===== src/common/acs_pkg.sv =====
// Functional notes
// - Continuous mode drives the two address lines with the current channel index.
// - Readable result in continuous mode belongs to the channel before the shown one.
// - Continuous mode changes address outputs only on mode entry and when busy rises at conversion end.
// - Manual mode latches the host channel code when a conversion starts.
// - Manual mode acquires the latched channel once the conversion completes.
// - Power-down switches analog circuits off while digital logic keeps working.
// - During power-down the last conversion result stays readable; a conversion that ends overwrites it.
// - A convert while powered down may run; nothing is flagged, result meaningless.
// - Continuous select makes address pins outputs and cycles all four channels.
// - Continuous counter advances each conversion end, from last manual address plus one.
// - A power-down pulse of minimum width zeroes the channel counter on release.
// - Convert commands during a conversion are ignored.
package acs_pkg;
    // Register byte offsets
    localparam logic [4:0] ACS_REG_STATUS = 5'h00;
    localparam logic [4:0] ACS_REG_RESULT = 5'h04;
    localparam logic [4:0] ACS_REG_CONTROL = 5'h08;
    localparam logic [4:0] ACS_REG_CHRES0 = 5'h10;
    localparam logic [4:0] ACS_REG_CHRES3 = 5'h1C;
    // Field positions
    localparam int ACS_ST_BUSY = 0;
    localparam int ACS_ST_CONT = 1;
    localparam int ACS_ST_PD = 2;
    localparam int ACS_ST_SETTLE = 3;
    localparam int ACS_ST_CHAN_LO = 4;
    localparam int ACS_RES_CHAN_LO = 16;
    localparam int ACS_CTL_CONVERT = 0;
    // Reset values
    localparam logic [15:0] ACS_RESULT_RST = 16'h0000;
    localparam logic [1:0] ACS_CHAN_RST = 2'h0;
    localparam logic [1:0] ACS_CHAN_LAST = 2'h3;
    // Timing
    localparam int ACS_CLK_NS = 20;
    localparam int ACS_CONV_NS = 8000;
    localparam int ACS_ACQ_NS = 2000;
    localparam int ACS_PD_MIN_NS = 200;
    localparam int ACS_SETTLE_MS = 1;
    localparam int ACS_CONV_CYC = ACS_CONV_NS / ACS_CLK_NS;
    localparam int ACS_ACQ_CYC = (ACS_ACQ_NS + ACS_CLK_NS - 1) / ACS_CLK_NS;
    localparam int ACS_PD_MIN_CYC = (ACS_PD_MIN_NS + ACS_CLK_NS - 1) / ACS_CLK_NS;
    localparam int ACS_SETTLE_CYC = ACS_SETTLE_MS * 1000000 / ACS_CLK_NS;
    localparam int ACS_TMR_W = 16;
    // Bus answer sequencing
    localparam logic [1:0] ACS_BUS_IDLE = 2'h0;
    localparam logic [1:0] ACS_BUS_FETCH = 2'h1;
    localparam logic [1:0] ACS_BUS_ACK = 2'h2;
    // Conversion states, Gray along idle, convert, acquire
    typedef enum logic [1:0]
    {
        ACS_IDLE = 2'b00,
        ACS_CONV = 2'b01,
        ACS_ACQ = 2'b11
    } acs_state_e;
endpackage : acs_pkg


===== src/logic/acs_result_mem.sv =====
`timescale 1ns/1ps
//////////////////////////////////////////////////////////////////////////////
// Per-channel store of the latest result, registered read port
module acs_result_mem
(
    input wire logic i_clk,
    input wire logic i_wr_en,
    input wire logic [1:0] i_wr_addr,
    input wire logic [15:0] i_wr_data,
    input wire logic [1:0] i_rd_addr,
    output logic [15:0] o_rd_data
);
    logic [15:0] mem_r [4];

    // One write port
    always_ff @(posedge i_clk)
    begin
        if (i_wr_en)
            mem_r[i_wr_addr] <= i_wr_data;
    end

    // Read data from a register
    always_ff @(posedge i_clk)
    begin
        o_rd_data <= mem_r[i_rd_addr];
    end
endmodule : acs_result_mem


===== src/logic/acs_sequencer.sv =====
`timescale 1ns/1ps
//////////////////////////////////////////////////////////////////////////////
// Four-channel converter sequencer with Avalon-MM register slave
module acs_sequencer
    import acs_pkg::*;
#(
    parameter logic [ACS_TMR_W-1:0] SETTLE_CYC = ACS_TMR_W'(ACS_SETTLE_CYC)
)
(
    input wire logic i_clk,
    input wire logic i_reset_n,
    // Host pins
    input wire logic i_cs_n,
    input wire logic i_read_conv_n,
    input wire logic i_continuous_mode_sel,
    input wire logic i_power_down_in,
    input wire logic i_chan_addr_bit0,
    input wire logic i_chan_addr_bit1,
    output logic o_chan_addr_bit0,
    output logic o_chan_addr_bit1,
    output logic o_chan_addr_oe,
    output logic o_busy_n,
    // Converter core
    input wire logic [15:0] i_sample_data,
    output logic [1:0] o_analog_input_channel,
    output logic o_analog_power_en,
    // Avalon-MM slave
    input wire logic [4:0] i_avs_address,
    input wire logic i_avs_read,
    input wire logic i_avs_write,
    input wire logic [31:0] i_avs_writedata,
    output logic [31:0] o_avs_readdata,
    output logic o_avs_waitrequest
);
    acs_state_e state_r;
    logic [ACS_TMR_W-1:0] tmr_r;
    logic [ACS_TMR_W-1:0] settle_r;
    logic [ACS_TMR_W-1:0] pd_cnt_r;
    logic [1:0] cur_chan_r;
    logic [1:0] next_chan_r;
    logic [1:0] conv_chan_r;
    logic [15:0] result_r;
    logic [1:0] result_chan_r;
    logic both_low_r;
    logic pd_r;
    logic cont_r;
    logic [1:0] bus_r;
    logic [15:0] mem_rd;
    logic pin_cmd;
    logic sw_cmd;
    logic run_ok;
    logic start;
    logic conv_end;
    logic pd_zero;
    logic cont_entry;
    logic bus_req;
    logic bus_wr;

    //////////////////////////////////////////////////////////////////////////
    // Command and event decode
    assign pin_cmd = ~i_cs_n & ~i_read_conv_n & ~both_low_r;
    assign bus_req = i_avs_read | i_avs_write;
    assign bus_wr = i_avs_write & (bus_r == ACS_BUS_ACK);
    assign sw_cmd = bus_wr & (i_avs_address == ACS_REG_CONTROL)
        & i_avs_writedata[ACS_CTL_CONVERT];
    assign run_ok = i_continuous_mode_sel & ~i_cs_n & ~i_read_conv_n
        & ~i_power_down_in;
    // Commands are only taken with busy high
    assign start = (state_r != ACS_CONV)
        & (pin_cmd | sw_cmd | (run_ok & (state_r == ACS_IDLE)));
    assign conv_end = (state_r == ACS_CONV) && (tmr_r == '0);
    assign pd_zero = pd_r & ~i_power_down_in
        & (pd_cnt_r >= ACS_TMR_W'(ACS_PD_MIN_CYC));
    assign cont_entry = i_continuous_mode_sel & ~cont_r;

    //////////////////////////////////////////////////////////////////////////
    // Edge history of command, power-down and mode pins
    always_ff @(posedge i_clk or negedge i_reset_n)
    begin
        if (!i_reset_n)
        begin
            both_low_r <= 1'b0;
            pd_r <= 1'b0;
            cont_r <= 1'b0;
        end
        else
        begin
            both_low_r <= ~i_cs_n & ~i_read_conv_n;
            pd_r <= i_power_down_in;
            cont_r <= i_continuous_mode_sel;
        end
    end

    // Conversion state machine and its timer
    always_ff @(posedge i_clk or negedge i_reset_n)
    begin
        if (!i_reset_n)
        begin
            state_r <= ACS_IDLE;
            tmr_r <= '0;
        end
        else
        begin
            case (state_r)
                ACS_IDLE, ACS_ACQ:
                begin
                    if (start)
                    begin
                        state_r <= ACS_CONV;
                        tmr_r <= ACS_TMR_W'(ACS_CONV_CYC - 1);
                    end
                    else if (state_r == ACS_ACQ)
                    begin
                        if (tmr_r == '0)
                            state_r <= ACS_IDLE;
                        else
                            tmr_r <= tmr_r - 1'b1;
                    end
                end
                ACS_CONV:
                begin
                    if (conv_end)
                    begin
                        state_r <= ACS_ACQ;
                        tmr_r <= ACS_TMR_W'(ACS_ACQ_CYC - 1);
                    end
                    else
                        tmr_r <= tmr_r - 1'b1;
                end
                default:
                begin
                    state_r <= ACS_IDLE;
                    tmr_r <= '0;
                end
            endcase
        end
    end

    // Busy pin, low through the conversion
    always_ff @(posedge i_clk or negedge i_reset_n)
    begin
        if (!i_reset_n)
            o_busy_n <= 1'b1;
        else if (start)
            o_busy_n <= 1'b0;
        else if (conv_end)
            o_busy_n <= 1'b1;
    end

    //////////////////////////////////////////////////////////////////////////
    // Channel selection: manual latch and continuous counter
    always_ff @(posedge i_clk or negedge i_reset_n)
    begin
        if (!i_reset_n)
        begin
            cur_chan_r <= ACS_CHAN_RST;
            next_chan_r <= ACS_CHAN_LAST;
            conv_chan_r <= ACS_CHAN_RST;
        end
        else
        begin
            if (pd_zero)
            begin
                cur_chan_r <= ACS_CHAN_RST;
                next_chan_r <= ACS_CHAN_LAST;
            end
            else if (cont_entry)
                cur_chan_r <= next_chan_r + 2'd1;
            else if (conv_end)
            begin
                if (i_continuous_mode_sel)
                    cur_chan_r <= cur_chan_r + 2'd1;
                else
                    cur_chan_r <= next_chan_r;
            end
            if (start)
            begin
                // A start on continuous entry converts the shown channel
                conv_chan_r <= cont_entry ? next_chan_r + 2'd1
                    : cur_chan_r;
                if (!i_continuous_mode_sel)
                    next_chan_r <= {i_chan_addr_bit1, i_chan_addr_bit0};
            end
        end
    end

    // Analog mux select and power switch
    always_ff @(posedge i_clk or negedge i_reset_n)
    begin
        if (!i_reset_n)
        begin
            o_analog_input_channel <= ACS_CHAN_RST;
            o_analog_power_en <= 1'b0;
        end
        else
        begin
            o_analog_input_channel <= (state_r == ACS_CONV) ? conv_chan_r
                : cur_chan_r;
            o_analog_power_en <= ~i_power_down_in;
        end
    end

    // Address pins as outputs, updated at busy rise or mode entry
    always_ff @(posedge i_clk or negedge i_reset_n)
    begin
        if (!i_reset_n)
        begin
            o_chan_addr_oe <= 1'b0;
            o_chan_addr_bit0 <= 1'b0;
            o_chan_addr_bit1 <= 1'b0;
        end
        else
        begin
            o_chan_addr_oe <= i_continuous_mode_sel;
            if (cont_entry)
            begin
                o_chan_addr_bit0 <= ~next_chan_r[0];
                o_chan_addr_bit1 <= next_chan_r[1] ^ next_chan_r[0];
            end
            else if (conv_end && i_continuous_mode_sel)
            begin
                o_chan_addr_bit0 <= ~cur_chan_r[0];
                o_chan_addr_bit1 <= cur_chan_r[1] ^ cur_chan_r[0];
            end
        end
    end

    //////////////////////////////////////////////////////////////////////////
    // Result capture; held untouched while no conversion ends
    always_ff @(posedge i_clk or negedge i_reset_n)
    begin
        if (!i_reset_n)
        begin
            result_r <= ACS_RESULT_RST;
            result_chan_r <= ACS_CHAN_RST;
        end
        else if (conv_end)
        begin
            result_r <= i_sample_data; // no flag when powered down
            result_chan_r <= conv_chan_r;
        end
    end

    acs_result_mem u_mem
    (
        .i_clk(i_clk),
        .i_wr_en(conv_end),
        .i_wr_addr(conv_chan_r),
        .i_wr_data(i_sample_data),
        .i_rd_addr(i_avs_address[3:2]),
        .o_rd_data(mem_rd)
    );

    // Power-down width and settling counters
    always_ff @(posedge i_clk or negedge i_reset_n)
    begin
        if (!i_reset_n)
        begin
            pd_cnt_r <= '0;
            settle_r <= '0;
        end
        else
        begin
            if (!i_power_down_in)
                pd_cnt_r <= '0;
            else if (pd_cnt_r < ACS_TMR_W'(ACS_PD_MIN_CYC))
                pd_cnt_r <= pd_cnt_r + 1'b1;
            if (i_power_down_in)
                settle_r <= SETTLE_CYC;
            else if (settle_r != '0)
                settle_r <= settle_r - 1'b1;
        end
    end

    //////////////////////////////////////////////////////////////////////////
    // Avalon slave: fetch, then one cycle with waitrequest low
    always_ff @(posedge i_clk or negedge i_reset_n)
    begin
        if (!i_reset_n)
        begin
            bus_r <= ACS_BUS_IDLE;
            o_avs_waitrequest <= 1'b1;
            o_avs_readdata <= 32'h0000_0000;
        end
        else
        begin
            case (bus_r)
                ACS_BUS_IDLE:
                    if (bus_req)
                        bus_r <= ACS_BUS_FETCH;
                ACS_BUS_FETCH:
                begin
                    bus_r <= ACS_BUS_ACK;
                    o_avs_waitrequest <= 1'b0;
                    o_avs_readdata <= 32'h0000_0000;
                    if (i_avs_read)
                    begin
                        if (i_avs_address == ACS_REG_STATUS)
                        begin
                            o_avs_readdata[ACS_ST_BUSY] <= ~o_busy_n;
                            o_avs_readdata[ACS_ST_CONT] <= cont_r;
                            o_avs_readdata[ACS_ST_PD] <= pd_r;
                            o_avs_readdata[ACS_ST_SETTLE] <= settle_r != '0;
                            o_avs_readdata[ACS_ST_CHAN_LO +: 2] <= cur_chan_r;
                        end
                        else if (i_avs_address == ACS_REG_RESULT)
                            o_avs_readdata <= {14'h0000, result_chan_r,
                                result_r};
                        else if (i_avs_address >= ACS_REG_CHRES0
                            && i_avs_address <= ACS_REG_CHRES3
                            && i_avs_address[1:0] == 2'h0)
                            o_avs_readdata[15:0] <= mem_rd;
                    end
                end
                default:
                begin
                    bus_r <= ACS_BUS_IDLE;
                    o_avs_waitrequest <= 1'b1;
                end
            endcase
        end
    end
endmodule : acs_sequencer


===== config.mk =====
export PLATFORM = sky130hd
export DESIGN_NAME = acs_sequencer
export DESIGN_NICKNAME = d
export VERILOG_FILES = /design/src/common/acs_pkg.sv /design/src/logic/acs_result_mem.sv /design/src/logic/acs_sequencer.sv
export SDC_FILE = /design/constraint.sdc
export NUM_CORES = 1
export LEC_CHECK = 0
export BUFFER_PORTS_ARGS = -buffer_cell sky130_fd_sc_hd__buf_2
export CORE_UTILIZATION = 45
export DETAILED_ROUTE_END_ITERATION = 6
export MAX_ROUTING_LAYER = met4
export PLACE_DENSITY = 0.65
export SYNTH_ARGS = -nofsm -noshare
export SYNTH_HDL_FRONTEND = slang
export SYNTH_HIERARCHICAL = 1
export SYNTH_SLANG_ARGS = --single-unit

===== constraint.sdc =====
create_clock -name i_clk -period 3.7 [get_ports i_clk]
set_input_delay 1.11 -clock i_clk [delete_from_list [all_inputs] [get_ports i_clk]]
set_output_delay 1.11 -clock i_clk [all_outputs]
set_load 0.1 [all_outputs]

==> flow_metrics.py, run 1 <==
metrics = {
    "synthesis": {
        "synth_top_family_by_area": "simple AND/OR/NAND/NOR gates",
        "synth-xor-area-share_pct": 1.450,
        "syn-mean-instance-area_um2": 12.25,
        "synth_flop_cell": "dfrtp_1",
        "synth_area_leaders": "dfrtp_1, edfxtp_1, nand2_1, dfxtp_1, mux4_2",
        "synth-async-reset-ratio_pct": 56.52,
        "synth_compound_area_share_pct": 10.74,
        "ys_ff_latch": 184,
        "synth_common_cells": "dfrtp_1, nand2_1, edfxtp_1",
        "synth_top_area_share_pct": 31.87,
        "synth-warning-count": 6,
        "synth.mux.area_fraction_pct": 5.545,
        "netlist_area_mm2": 0.007853,
        "synth_edf_count": 64,
        "synth_cell_types": 70,
        "synth_adder_area_share_pct": 1.434,
        "synthCells": 641,
        "yosysMostFrequentCell": "dfrtp_1",
        "yosys.area.top_type": "dfrtp_1",
        "synth-simple-area-share_pct": 14.21,
        "synth-seq-area-share_pct": 61.76,
    },
    "clock_network": {
        "cts-root-buf": "clkbuf_16",
        "cts_inserted_buffers": 17,
        "clk_path_buf_depth": 2,
        "cts_tree": "built",
        "clk_pin_slew_worst_paths_ns": 0.07,
        "clk_latency_ns": 0.44,
        "clock_sinks": 184,
        "cts-hold-fix-buffers": 0,
        "htreeDepth": 4,
        "post_cts_buffers": 0,
        "ctsResizeCount": 0,
    },
    "floorplan": {
        "io_pins": 103,
        "core_mm2": 0.01682,
        "fp.dieH_um": 134.1,
        "dieArea_mm2": 0.01798,
        "die_w_um": 134.1,
        "initial_core_util_pct": 46.69,
        "rows": 47,
    },
    "sta": {
        "hold_viol": 0,
        "rsz0062_at_grt": "no",
        "fin_crit_sh_pct": 85.89,
        "setup_slack_ns": 0.5222,
        "fmaxAchievable_ghz": 0.3147,
        "slew_headroom_pct": 53.08,
        "fin_tns_setup_ns": 0,
        "slew_viol_final": 0,
        "fin_skew_ns": 0.01274,
        "worst_pin_slew_ns": 0.7012,
        "finalSetupViolations": 0,
        "period_minus_slack_ns": 3.178,
    },
    "place": {
        "dp.cells": 903,
        "dpl.hpwl_mm": 10.85,
        "routabilityCongestion": 0.8522,
        "portBuffers": 57,
        "dp_slack_ns": 0.5041,
    },
    "finish": {
        "syn_to_final_growth_pct": 13.62,
        "instances_no_fill": 935,
        "final_util_pct": 53.05,
        "diodes": 0,
        "nFillCells": 1506,
        "drive_above_1_share_pct": 18.32,
        "nets": 774,
    },
    "critical_path": {
        "cp-startpoint": "tmr_r[0]",
        "crit_type": "reg2reg",
        "r2r_setup_slack_ns": 0.52,
        "cp.required_ns": 3.81,
        "cpPeakStageDelay_ns": 0.57,
        "crit_fanout": 16,
        "cpLargestDelayFamily": "simple AND/OR/NAND/NOR gates",
        "cp_cell_sequence": "inv_1, ha_1, or3b_2, or4_4, nor3_1, nor3b_2, buf_4",
        "cp.depth": 7,
        "worstPathArrival_ns": 3.29,
        "cp-start-kind": "register",
        "reg2reg_depth": 7,
        "end_kind": "register",
        "cp_num_buf_inv": 2,
        "slowest_stage": "or4_4",
        "r2r-start": "tmr_r[0]",
    },
    "routing": {
        "first_pass_iters": 6,
        "vias": 5118,
        "wl_mm": 16.39,
        "antenna_left": 0,
        "viasPerCell": 5.474,
        "first_iter_violations": 399,
        "drcViolationCount": 0,
        "wire_per_inst_um": 17.52,
    },
    "hold_path": {
        "min_path_type": "reg2reg",
        "hp-start": "u_mem/o_rd_data[6]",
        "holdPathStages": 2,
    },
    "global_route": {
        "use_met1_pct": 25.27,
        "overflow": 0,
        "use_met3_pct": 4.686,
        "grt_use_met2_pct": 32.99,
        "grt_pass1_vias": 5279,
        "busiest_layer": "met2",
        "antenna_found_initial": 0,
        "grt_pass1_wl_mm": 27.00,
        "grt_max_degree": 56,
        "grt.total_usage_pct": 20.39,
    },
    "pwr": {
        "ir_worst_vdd_mv": 0.4857,
        "power_density_mw_per_mm2": 732.0,
        "p_leak_nw": 3.779,
    },
    "run_status": {
        "outcome": "finished clean",
    },
    "job": {
        "drv_cap": 0,
    },
}
[metrics by stage]
stage	cell area, µm²	hold slack (ns)	power [mW]
after CTS	8922	0.4484	6.573
after detailed placement	8318	0.4313	4.743
after floorplan	7901	0.4153	4.307
after global routing	8922	0.4669	6.867
final	8922	0.4423	6.532
after global placement	8318	0.4189	4.671
[per-layer routing]
metal	vias up	wire, µm
met1	2540	7194
li1	2437	-
met4	0	278
met2	114	8109
met5	-	0
met3	27	803
[report_power, final]
group	leakage, nW	switching (mW)	total (mW)	internal, mW
logic	1.49	1.42	1.98	0.563
clock network	0.292	0.849	1.82	0.972
registers	2.00	0.290	2.73	2.44
[worst register-to-register path, cell delays in order (launching register included)]
cell,delay [ns]
dfrtp_1,0.42
inv_1,0.09
ha_1,0.21
or3b_2,0.52
or4_4,0.57
nor3_1,0.47
nor3b_2,0.26
buf_4,0.31
[final timing paths]
path | end
worst max-delay path | u_mem/mem_r[0][5]
worst min-delay path | o_avs_readdata[6]
worst max register to register | u_mem/mem_r[0][5]
worst min register to register | o_avs_readdata[6]
max in group asynchronous | o_avs_waitrequest
min in group asynchronous | pd_cnt_r[5]
[layout make-up]
class                           count  area (µm²)  area share, %
Inverter                           31       116.4          1.304
Timing Repair Buffer               70       397.9          4.459
Clock buffer                       18       429.2          4.810
Clock inverter                     14       175.2          1.963
Sequential cell                   184        4850          54.35
Tap cell                          220       275.3          3.085
Multi-Input combinational cell    398        2679          30.02
[sequential cells by signal, indices dropped and copies added (netlist names)]
register	cells
u_mem/mem_r	64
o_avs_readdata	18
pd_cnt_r	16
result_r	16
settle_r	16
tmr_r	16
u_mem/o_rd_data	16
bus_r	2
conv_chan_r	2
cur_chan_r	2
next_chan_r	2
o_analog_input_channel	2
result_chan_r	2
state_r	2
both_low_r	1
o_analog_power_en	1
o_avs_waitrequest	1
o_busy_n	1
o_chan_addr_bit0	1
o_chan_addr_bit1	1
o_chan_addr_oe	1
pd_r	1
[placed cells by master, fill, tap and decap left out, types with 13 or more instances in the layout]
cell	n
dfrtp_1	100
nand2_1	92
edfxtp_1	64
buf_2	56
inv_1	31
o21ai_0	31
nor2_1	30
a21oi_1	21
clkbuf_16	17
dfxtp_1	16
nor4_1	14
conb_1	14
buf_4	13
[cells by family (layout without fill, tap and decap cells)]
logic type | after synthesis | in the layout
AND/OR/NAND/NOR | 221 | 221
flip-flops | 184 | 184
AO/OA/AOI/OAI | 120 | 120
buffers and inverters | 72 | 133
multiplexers | 21 | 21
XOR/XNOR | 13 | 13
adder cells (fa/ha/maj) | 9 | 9
other | 1 | 14
Note: power is estimated with default switching activity, not from simulation.
==> run 2: changes to the inputs <==
CELL_PAD_IN_SITES_DETAIL_PLACEMENT = 1   (was not set)
CELL_PAD_IN_SITES_GLOBAL_PLACEMENT = 2   (was not set)
CORE_UTILIZATION = 35   (was 45)
PLACE_DENSITY = 0.73   (was 0.65)
==> flow_metrics.py, run 2 (same netlist as run 1, synthesis figures left out) <==
metrics = {
    "run_status": {
        "outcome": "finished clean",
    },
    "sta": {
        "hold_viol": 0,
        "worst_pin_slew_ns": 1.056,
        "setup_slack_ns": 0.4204,
        "hold_slack_ns": 0.4533,
        "period_minus_slack_ns": 3.280,
        "rsz0062_at_grt": "no",
        "slew_viol_final": 0,
        "finalSetupViolations": 0,
        "fin_tns_setup_ns": 0,
        "fmaxAchievable_ghz": 0.3049,
        "fin_crit_sh_pct": 88.64,
        "fin_skew_ns": 0.008348,
        "slew_headroom_pct": 28.83,
    },
    "routing": {
        "viasPerCell": 5.175,
        "drcViolationCount": 0,
        "first_pass_iters": 4,
        "wire_per_inst_um": 18.46,
        "wl_mm": 18.43,
        "vias": 5165,
        "antenna_left": 0,
        "first_iter_violations": 233,
    },
    "finish": {
        "nFillCells": 2380,
        "top_register": "u_mem/mem_r",
        "multi_input_area_mm2": 0.002679,
        "final_cell_mix": "dfrtp_1, nand2_1, edfxtp_1, buf_2",
        "reg_top3": "u_mem/mem_r: 64 flops, o_avs_readdata: 18 flops",
        "syn_to_final_growth_pct": 14.69,
        "nets": 774,
        "final_common_cell": "dfrtp_1",
        "drive_above_1_share_pct": 18.46,
        "largest_reg_flops": 64,
        "seqCellArea_mm2": 0.004850,
    },
    "critical_path": {
        "slowest_stage": "or4_4",
        "crit_fanout": 16,
        "cp_num_buf_inv": 2,
        "cpLargestDelayFamily": "simple AND/OR/NAND/NOR gates",
        "end_kind": "register",
        "cpPeakStageDelay_ns": 0.57,
        "cp.required_ns": 3.82,
        "worstPathArrival_ns": 3.40,
        "cp-start-kind": "register",
        "cp_cell_sequence": "inv_1, ha_1, or3b_2, or4_4, nor3_1, nor3b_2, buf_4",
        "crit_type": "reg2reg",
    },
    "clock_network": {
        "clk_latency_ns": 0.44,
        "clock_sinks": 184,
        "cts-hold-fix-buffers": 0,
        "ctsResizeCount": 0,
        "cts_tree": "built",
        "cts-root-buf": "clkbuf_16",
        "clk_pin_slew_worst_paths_ns": 0.08,
        "clk_path_buf_depth": 2,
        "htreeDepth": 4,
        "post_cts_buffers": 0,
        "cts_inserted_buffers": 17,
    },
    "global_route": {
        "grt_pass1_wl_mm": 30.03,
        "grt_pass1_vias": 5526,
        "antenna_found_initial": 3,
        "overflow": 0,
        "grt_max_degree": 75,
        "grt.total_usage_pct": 18.05,
    },
    "pwr": {
        "power_density_mw_per_mm2": 730.0,
        "ir_worst_vdd_mv": 0.3555,
        "p_total_mw": 6.574,
        "p_leak_nw": 3.777,
    },
    "floorplan": {
        "initial_core_util_pct": 35.87,
        "core_mm2": 0.02189,
        "rows": 54,
        "dieArea_mm2": 0.02304,
        "fp.dieH_um": 151.8,
        "io_pins": 103,
        "die_w_um": 151.8,
    },
    "place": {
        "dp_slack_ns": 0.4474,
        "dpl.hpwl_mm": 12.36,
        "routabilityCongestion": 0.7830,
        "portBuffers": 57,
    },
    "job": {
        "drv_cap": 0,
    },
    "hold_path": {
        "min_path_type": "reg2reg",
    },
}
-- run 2: changes by cell type in the layout (fill, tap and decap cells not counted) --
cell	before	now
bufinv_16	1	0
clkbuf_1	1	0
clkinv_8	3	6
diode_2	0	3
inv_6	4	5
inv_8	4	2
-- run 2: worst paths after layout --
path	endpoint	from	slack, ns	depth (start not counted)
max	u_mem/mem_r[0][0]	tmr_r[0]	0.42	7
min	o_avs_readdata[12]	u_mem/o_rd_data[12]	0.45	2
max reg2reg	u_mem/mem_r[0][0]	tmr_r[0]	0.42	7
min reg2reg	o_avs_readdata[12]	u_mem/o_rd_data[12]	0.45	2
max in group asynchronous	o_avs_waitrequest	i_reset_n	2.29	2
min in group asynchronous	settle_r[8]	i_reset_n	0.61	1
-- run 2: layer usage --
layer	up-vias	track usage [%]	wire, µm
li1	2433	-	-
met1	2622	22.38	8305
met2	89	29.23	9110
met3	21	4.281	733
met4	0	5.495	279
met5	-	-	0
-- run 2: stage by stage --
stage / utilization [%] / std cells / area, µm²
after floorplan: - / 654 / 7901
after global placement: 38.34 / 963 / 8393
after detailed placement: 38.34 / 963 / 8393
after CTS: 41.11 / 995 / 8999
after global routing: 41.14 / 998 / 9006
final: 41.14 / 998 / 9006
-- run 2: final cells by class --
| type | instances | area share (%) |
|---|---|---|
| inverters | 31 | 1.292 |
| multi-input cells | 398 | 29.74 |
| repair buffers | 70 | 4.418 |
| clock inverters | 15 | 2.001 |
| diodes | 3 | 0.08336 |
| well taps | 280 | 3.890 |
| flip-flops and latches | 184 | 53.85 |
| clock buffers | 17 | 4.724 |
-- run 2: worst min-delay path: stages (launching register included) --
cell,delay [ns]
dfxtp_1,0.31
a222oi_1,0.06
inv_1,0.05
-- run 2: where the power goes --
group / internal [mW] / switching, mW
registers: 2.44 / 0.291
logic: 0.560 / 1.47
clock network: 0.914 / 0.904
total: 3.91 / 2.66
==> run 3: changes to the inputs <==
==> constraint.sdc (replaced) <==
create_clock -name i_clk -period 3.7 [get_ports i_clk]
set_input_delay 0.185 -clock i_clk [delete_from_list [all_inputs] [get_ports i_clk]]
set_output_delay 0.185 -clock i_clk [all_outputs]
set_load 0.1 [all_outputs]
==> flow_metrics.py, run 3 (same netlist as run 1, synthesis figures left out) <==
metrics = {
    "routing": {
        "first_pass_iters": 6,
        "wl_mm": 18.87,
        "antenna_left": 0,
        "vias": 5231,
        "drcViolationCount": 0,
        "viasPerCell": 5.149,
        "first_iter_violations": 277,
        "wire_per_inst_um": 18.57,
    },
    "sta": {
        "fmaxAchievable_ghz": 0.3153,
        "slew_viol_final": 0,
        "fin_crit_sh_pct": 85.71,
        "worst_pin_slew_ns": 0.8900,
        "hold_viol": 0,
        "slew_headroom_pct": 40.04,
        "finalSetupViolations": 0,
        "rsz0062_at_grt": "no",
        "fin_tns_setup_ns": 0,
        "fin_skew_ns": 0.01262,
        "period_minus_slack_ns": 3.171,
    },
    "global_route": {
        "use_met3_pct": 3.174,
        "grt.total_usage_pct": 18.13,
        "overflow": 0,
        "grt_pass1_wl_mm": 30.44,
        "busiest_layer": "met2",
        "grt_max_degree": 45,
        "grt_use_met2_pct": 29.50,
        "antenna_found_initial": 2,
        "grt_pass1_vias": 5556,
        "use_met1_pct": 23.39,
    },
    "clock_network": {
        "clock_sinks": 184,
        "ctsResizeCount": 0,
        "clk_pin_slew_worst_paths_ns": 0.08,
        "clk_latency_ns": 0.43,
        "htreeDepth": 4,
        "post_cts_buffers": 0,
        "cts_tree": "built",
        "cts_inserted_buffers": 17,
        "cts-root-buf": "clkbuf_16",
        "clk_path_buf_depth": 2,
    },
    "place": {
        "routabilityCongestion": 0.7720,
        "portBuffers": 57,
        "dpl.hpwl_mm": 12.72,
        "placedInstanceArea_mm2": 0.008373,
    },
    "finish": {
        "largest_reg_flops": 64,
        "reg_top3": "u_mem/mem_r: 64 flops, o_avs_readdata: 18 flops",
        "stdcell_area_mm2": 0.009200,
        "nets": 793,
        "top_register": "u_mem/mem_r",
        "syn_to_final_growth_pct": 17.16,
        "drive_above_1_share_pct": 17.85,
        "final_cell_mix": "dfrtp_1, nand2_1, edfxtp_1, buf_2",
        "final_common_cell": "dfrtp_1",
        "final_util_pct": 42.03,
    },
    "critical_path": {
        "slowest_stage": "or4_4",
        "cp_num_buf_inv": 2,
        "cpPeakStageDelay_ns": 0.57,
        "crit_type": "reg2reg",
        "cp_cell_sequence": "inv_1, ha_1, or3b_2, or4_4, nor3_1, nor3b_2, buf_4",
        "r2r-start": "tmr_r[0]",
        "cpLargestDelayFamily": "simple AND/OR/NAND/NOR gates",
        "end_kind": "register",
        "worstPathArrival_ns": 3.28,
        "cp-start-kind": "register",
        "crit_fanout": 16,
        "reg2reg_depth": 7,
        "cp.required_ns": 3.81,
        "r2r_end": "u_mem/mem_r[0][3]",
        "r2r_setup_slack_ns": 0.53,
    },
    "pwr": {
        "ir_worst_vdd_mv": 0.4038,
        "internal-power_mw": 3.993,
        "power_switching_share_pct": 39.98,
        "p_switching_mw": 2.660,
        "p_leak_nw": 3.862,
        "p_seq_share_pct": 40.9,
        "combPwrFrac_pct": 30.6,
        "p_clk_share_pct": 28.5,
        "power_density_mw_per_mm2": 723.2,
    },
    "floorplan": {
        "rows": 54,
        "die_w_um": 151.8,
        "core_mm2": 0.02189,
        "dieArea_mm2": 0.02304,
        "io_pins": 103,
        "initial_core_util_pct": 35.87,
        "fp.dieH_um": 151.8,
    },
    "hold_path": {
        "hold-path-endpoint": "next_chan_r[0]",
        "hp-start": "i_chan_addr_bit0",
        "holdPathStages": 2,
        "min_path_type": "in2reg",
    },
    "job": {
        "drv_cap": 0,
    },
    "run_status": {
        "outcome": "finished clean",
    },
}
==> run 3: cell types whose count changed in the layout (fill, tap and decap cells not counted), sizes merged <==
cell / delta
dlygate4sd3: +20
clkinv: -2
buf: -1
bufinv: +1
diode: -1
inv: +1
==> run 3: cell type report <==
cell class | count | area (µm²)
diodes | 2 | 5.005
clock buffers | 17 | 425.4
clock inverters | 15 | 196.4
fillers | 2366 | 12690
inverters | 31 | 116.4
multi-input cells | 398 | 2679
flip-flops and latches | 184 | 4850
well taps | 280 | 350.3
repair buffers | 89 | 578.1
==> run 3: worst max path at each step <==
stage	slack [ns]	depth (start not counted)	end	start
final	0.53	7	u_mem/mem_r[0][3]	tmr_r[0]
after floorplan	0.07	6	u_mem/mem_r[0][0]	tmr_r[0]
after CTS	0.50	7	u_mem/mem_r[0][3]	tmr_r[0]
after global routing	0.37	7	u_mem/mem_r[0][3]	tmr_r[0]
after detailed placement	0.51	7	u_mem/mem_r[0][9]	tmr_r[0]
after global placement	0.61	7	u_mem/mem_r[0][7]	tmr_r[0]
==> run 3: what timing repair did <==
| action | CTS | global route |
|---|---|---|
| hold buffers | 20 | 0 |
| hold endpoints to repair | 108 | 0 |
| setup endpoints to repair | 0 | 0 |
==> run 3: power by group through the flow <==
| stage | Clock, mW | Combinational (mW) | Sequential [mW] |
|---|---|---|---|
| floorplan | 0 | 1.15 | 3.15 |
| global placement | 0 | 1.97 | 2.75 |
| detailed placement | 0 | 2.02 | 2.76 |
| CTS | 1.95 | 2.05 | 2.73 |
| global route | 2.02 | 2.23 | 2.77 |
| finish | 1.90 | 2.03 | 2.72 |
==> run 3: routing by layer <==
layer  part of all wire [%]  vias to the layer above  wire length (µm)
li1                       -                     2463                 -
met1                     46                     2675              8769
met2                     49                       76              9313
met3                    3.2                       17               606
met4                   0.96                        0               181
met5                      0                        -                 0
==> run 3: stage by stage <==
stage / total power, mW / worst slack, ns / hold slack [ns] / std cells
detailed placement: 4.788 / 0.5140 / 0.2318 / 962
finish: 6.653 / 0.5287 / 0.02669 / 1016
CTS: 6.729 / 0.5026 / 0.01531 / 1014
floorplan: 4.307 / 0.06510 / -0.1106 / 654
global route: 7.022 / 0.3693 / 0.01261 / 1016
global placement: 4.718 / 0.6098 / 0.2180 / 962
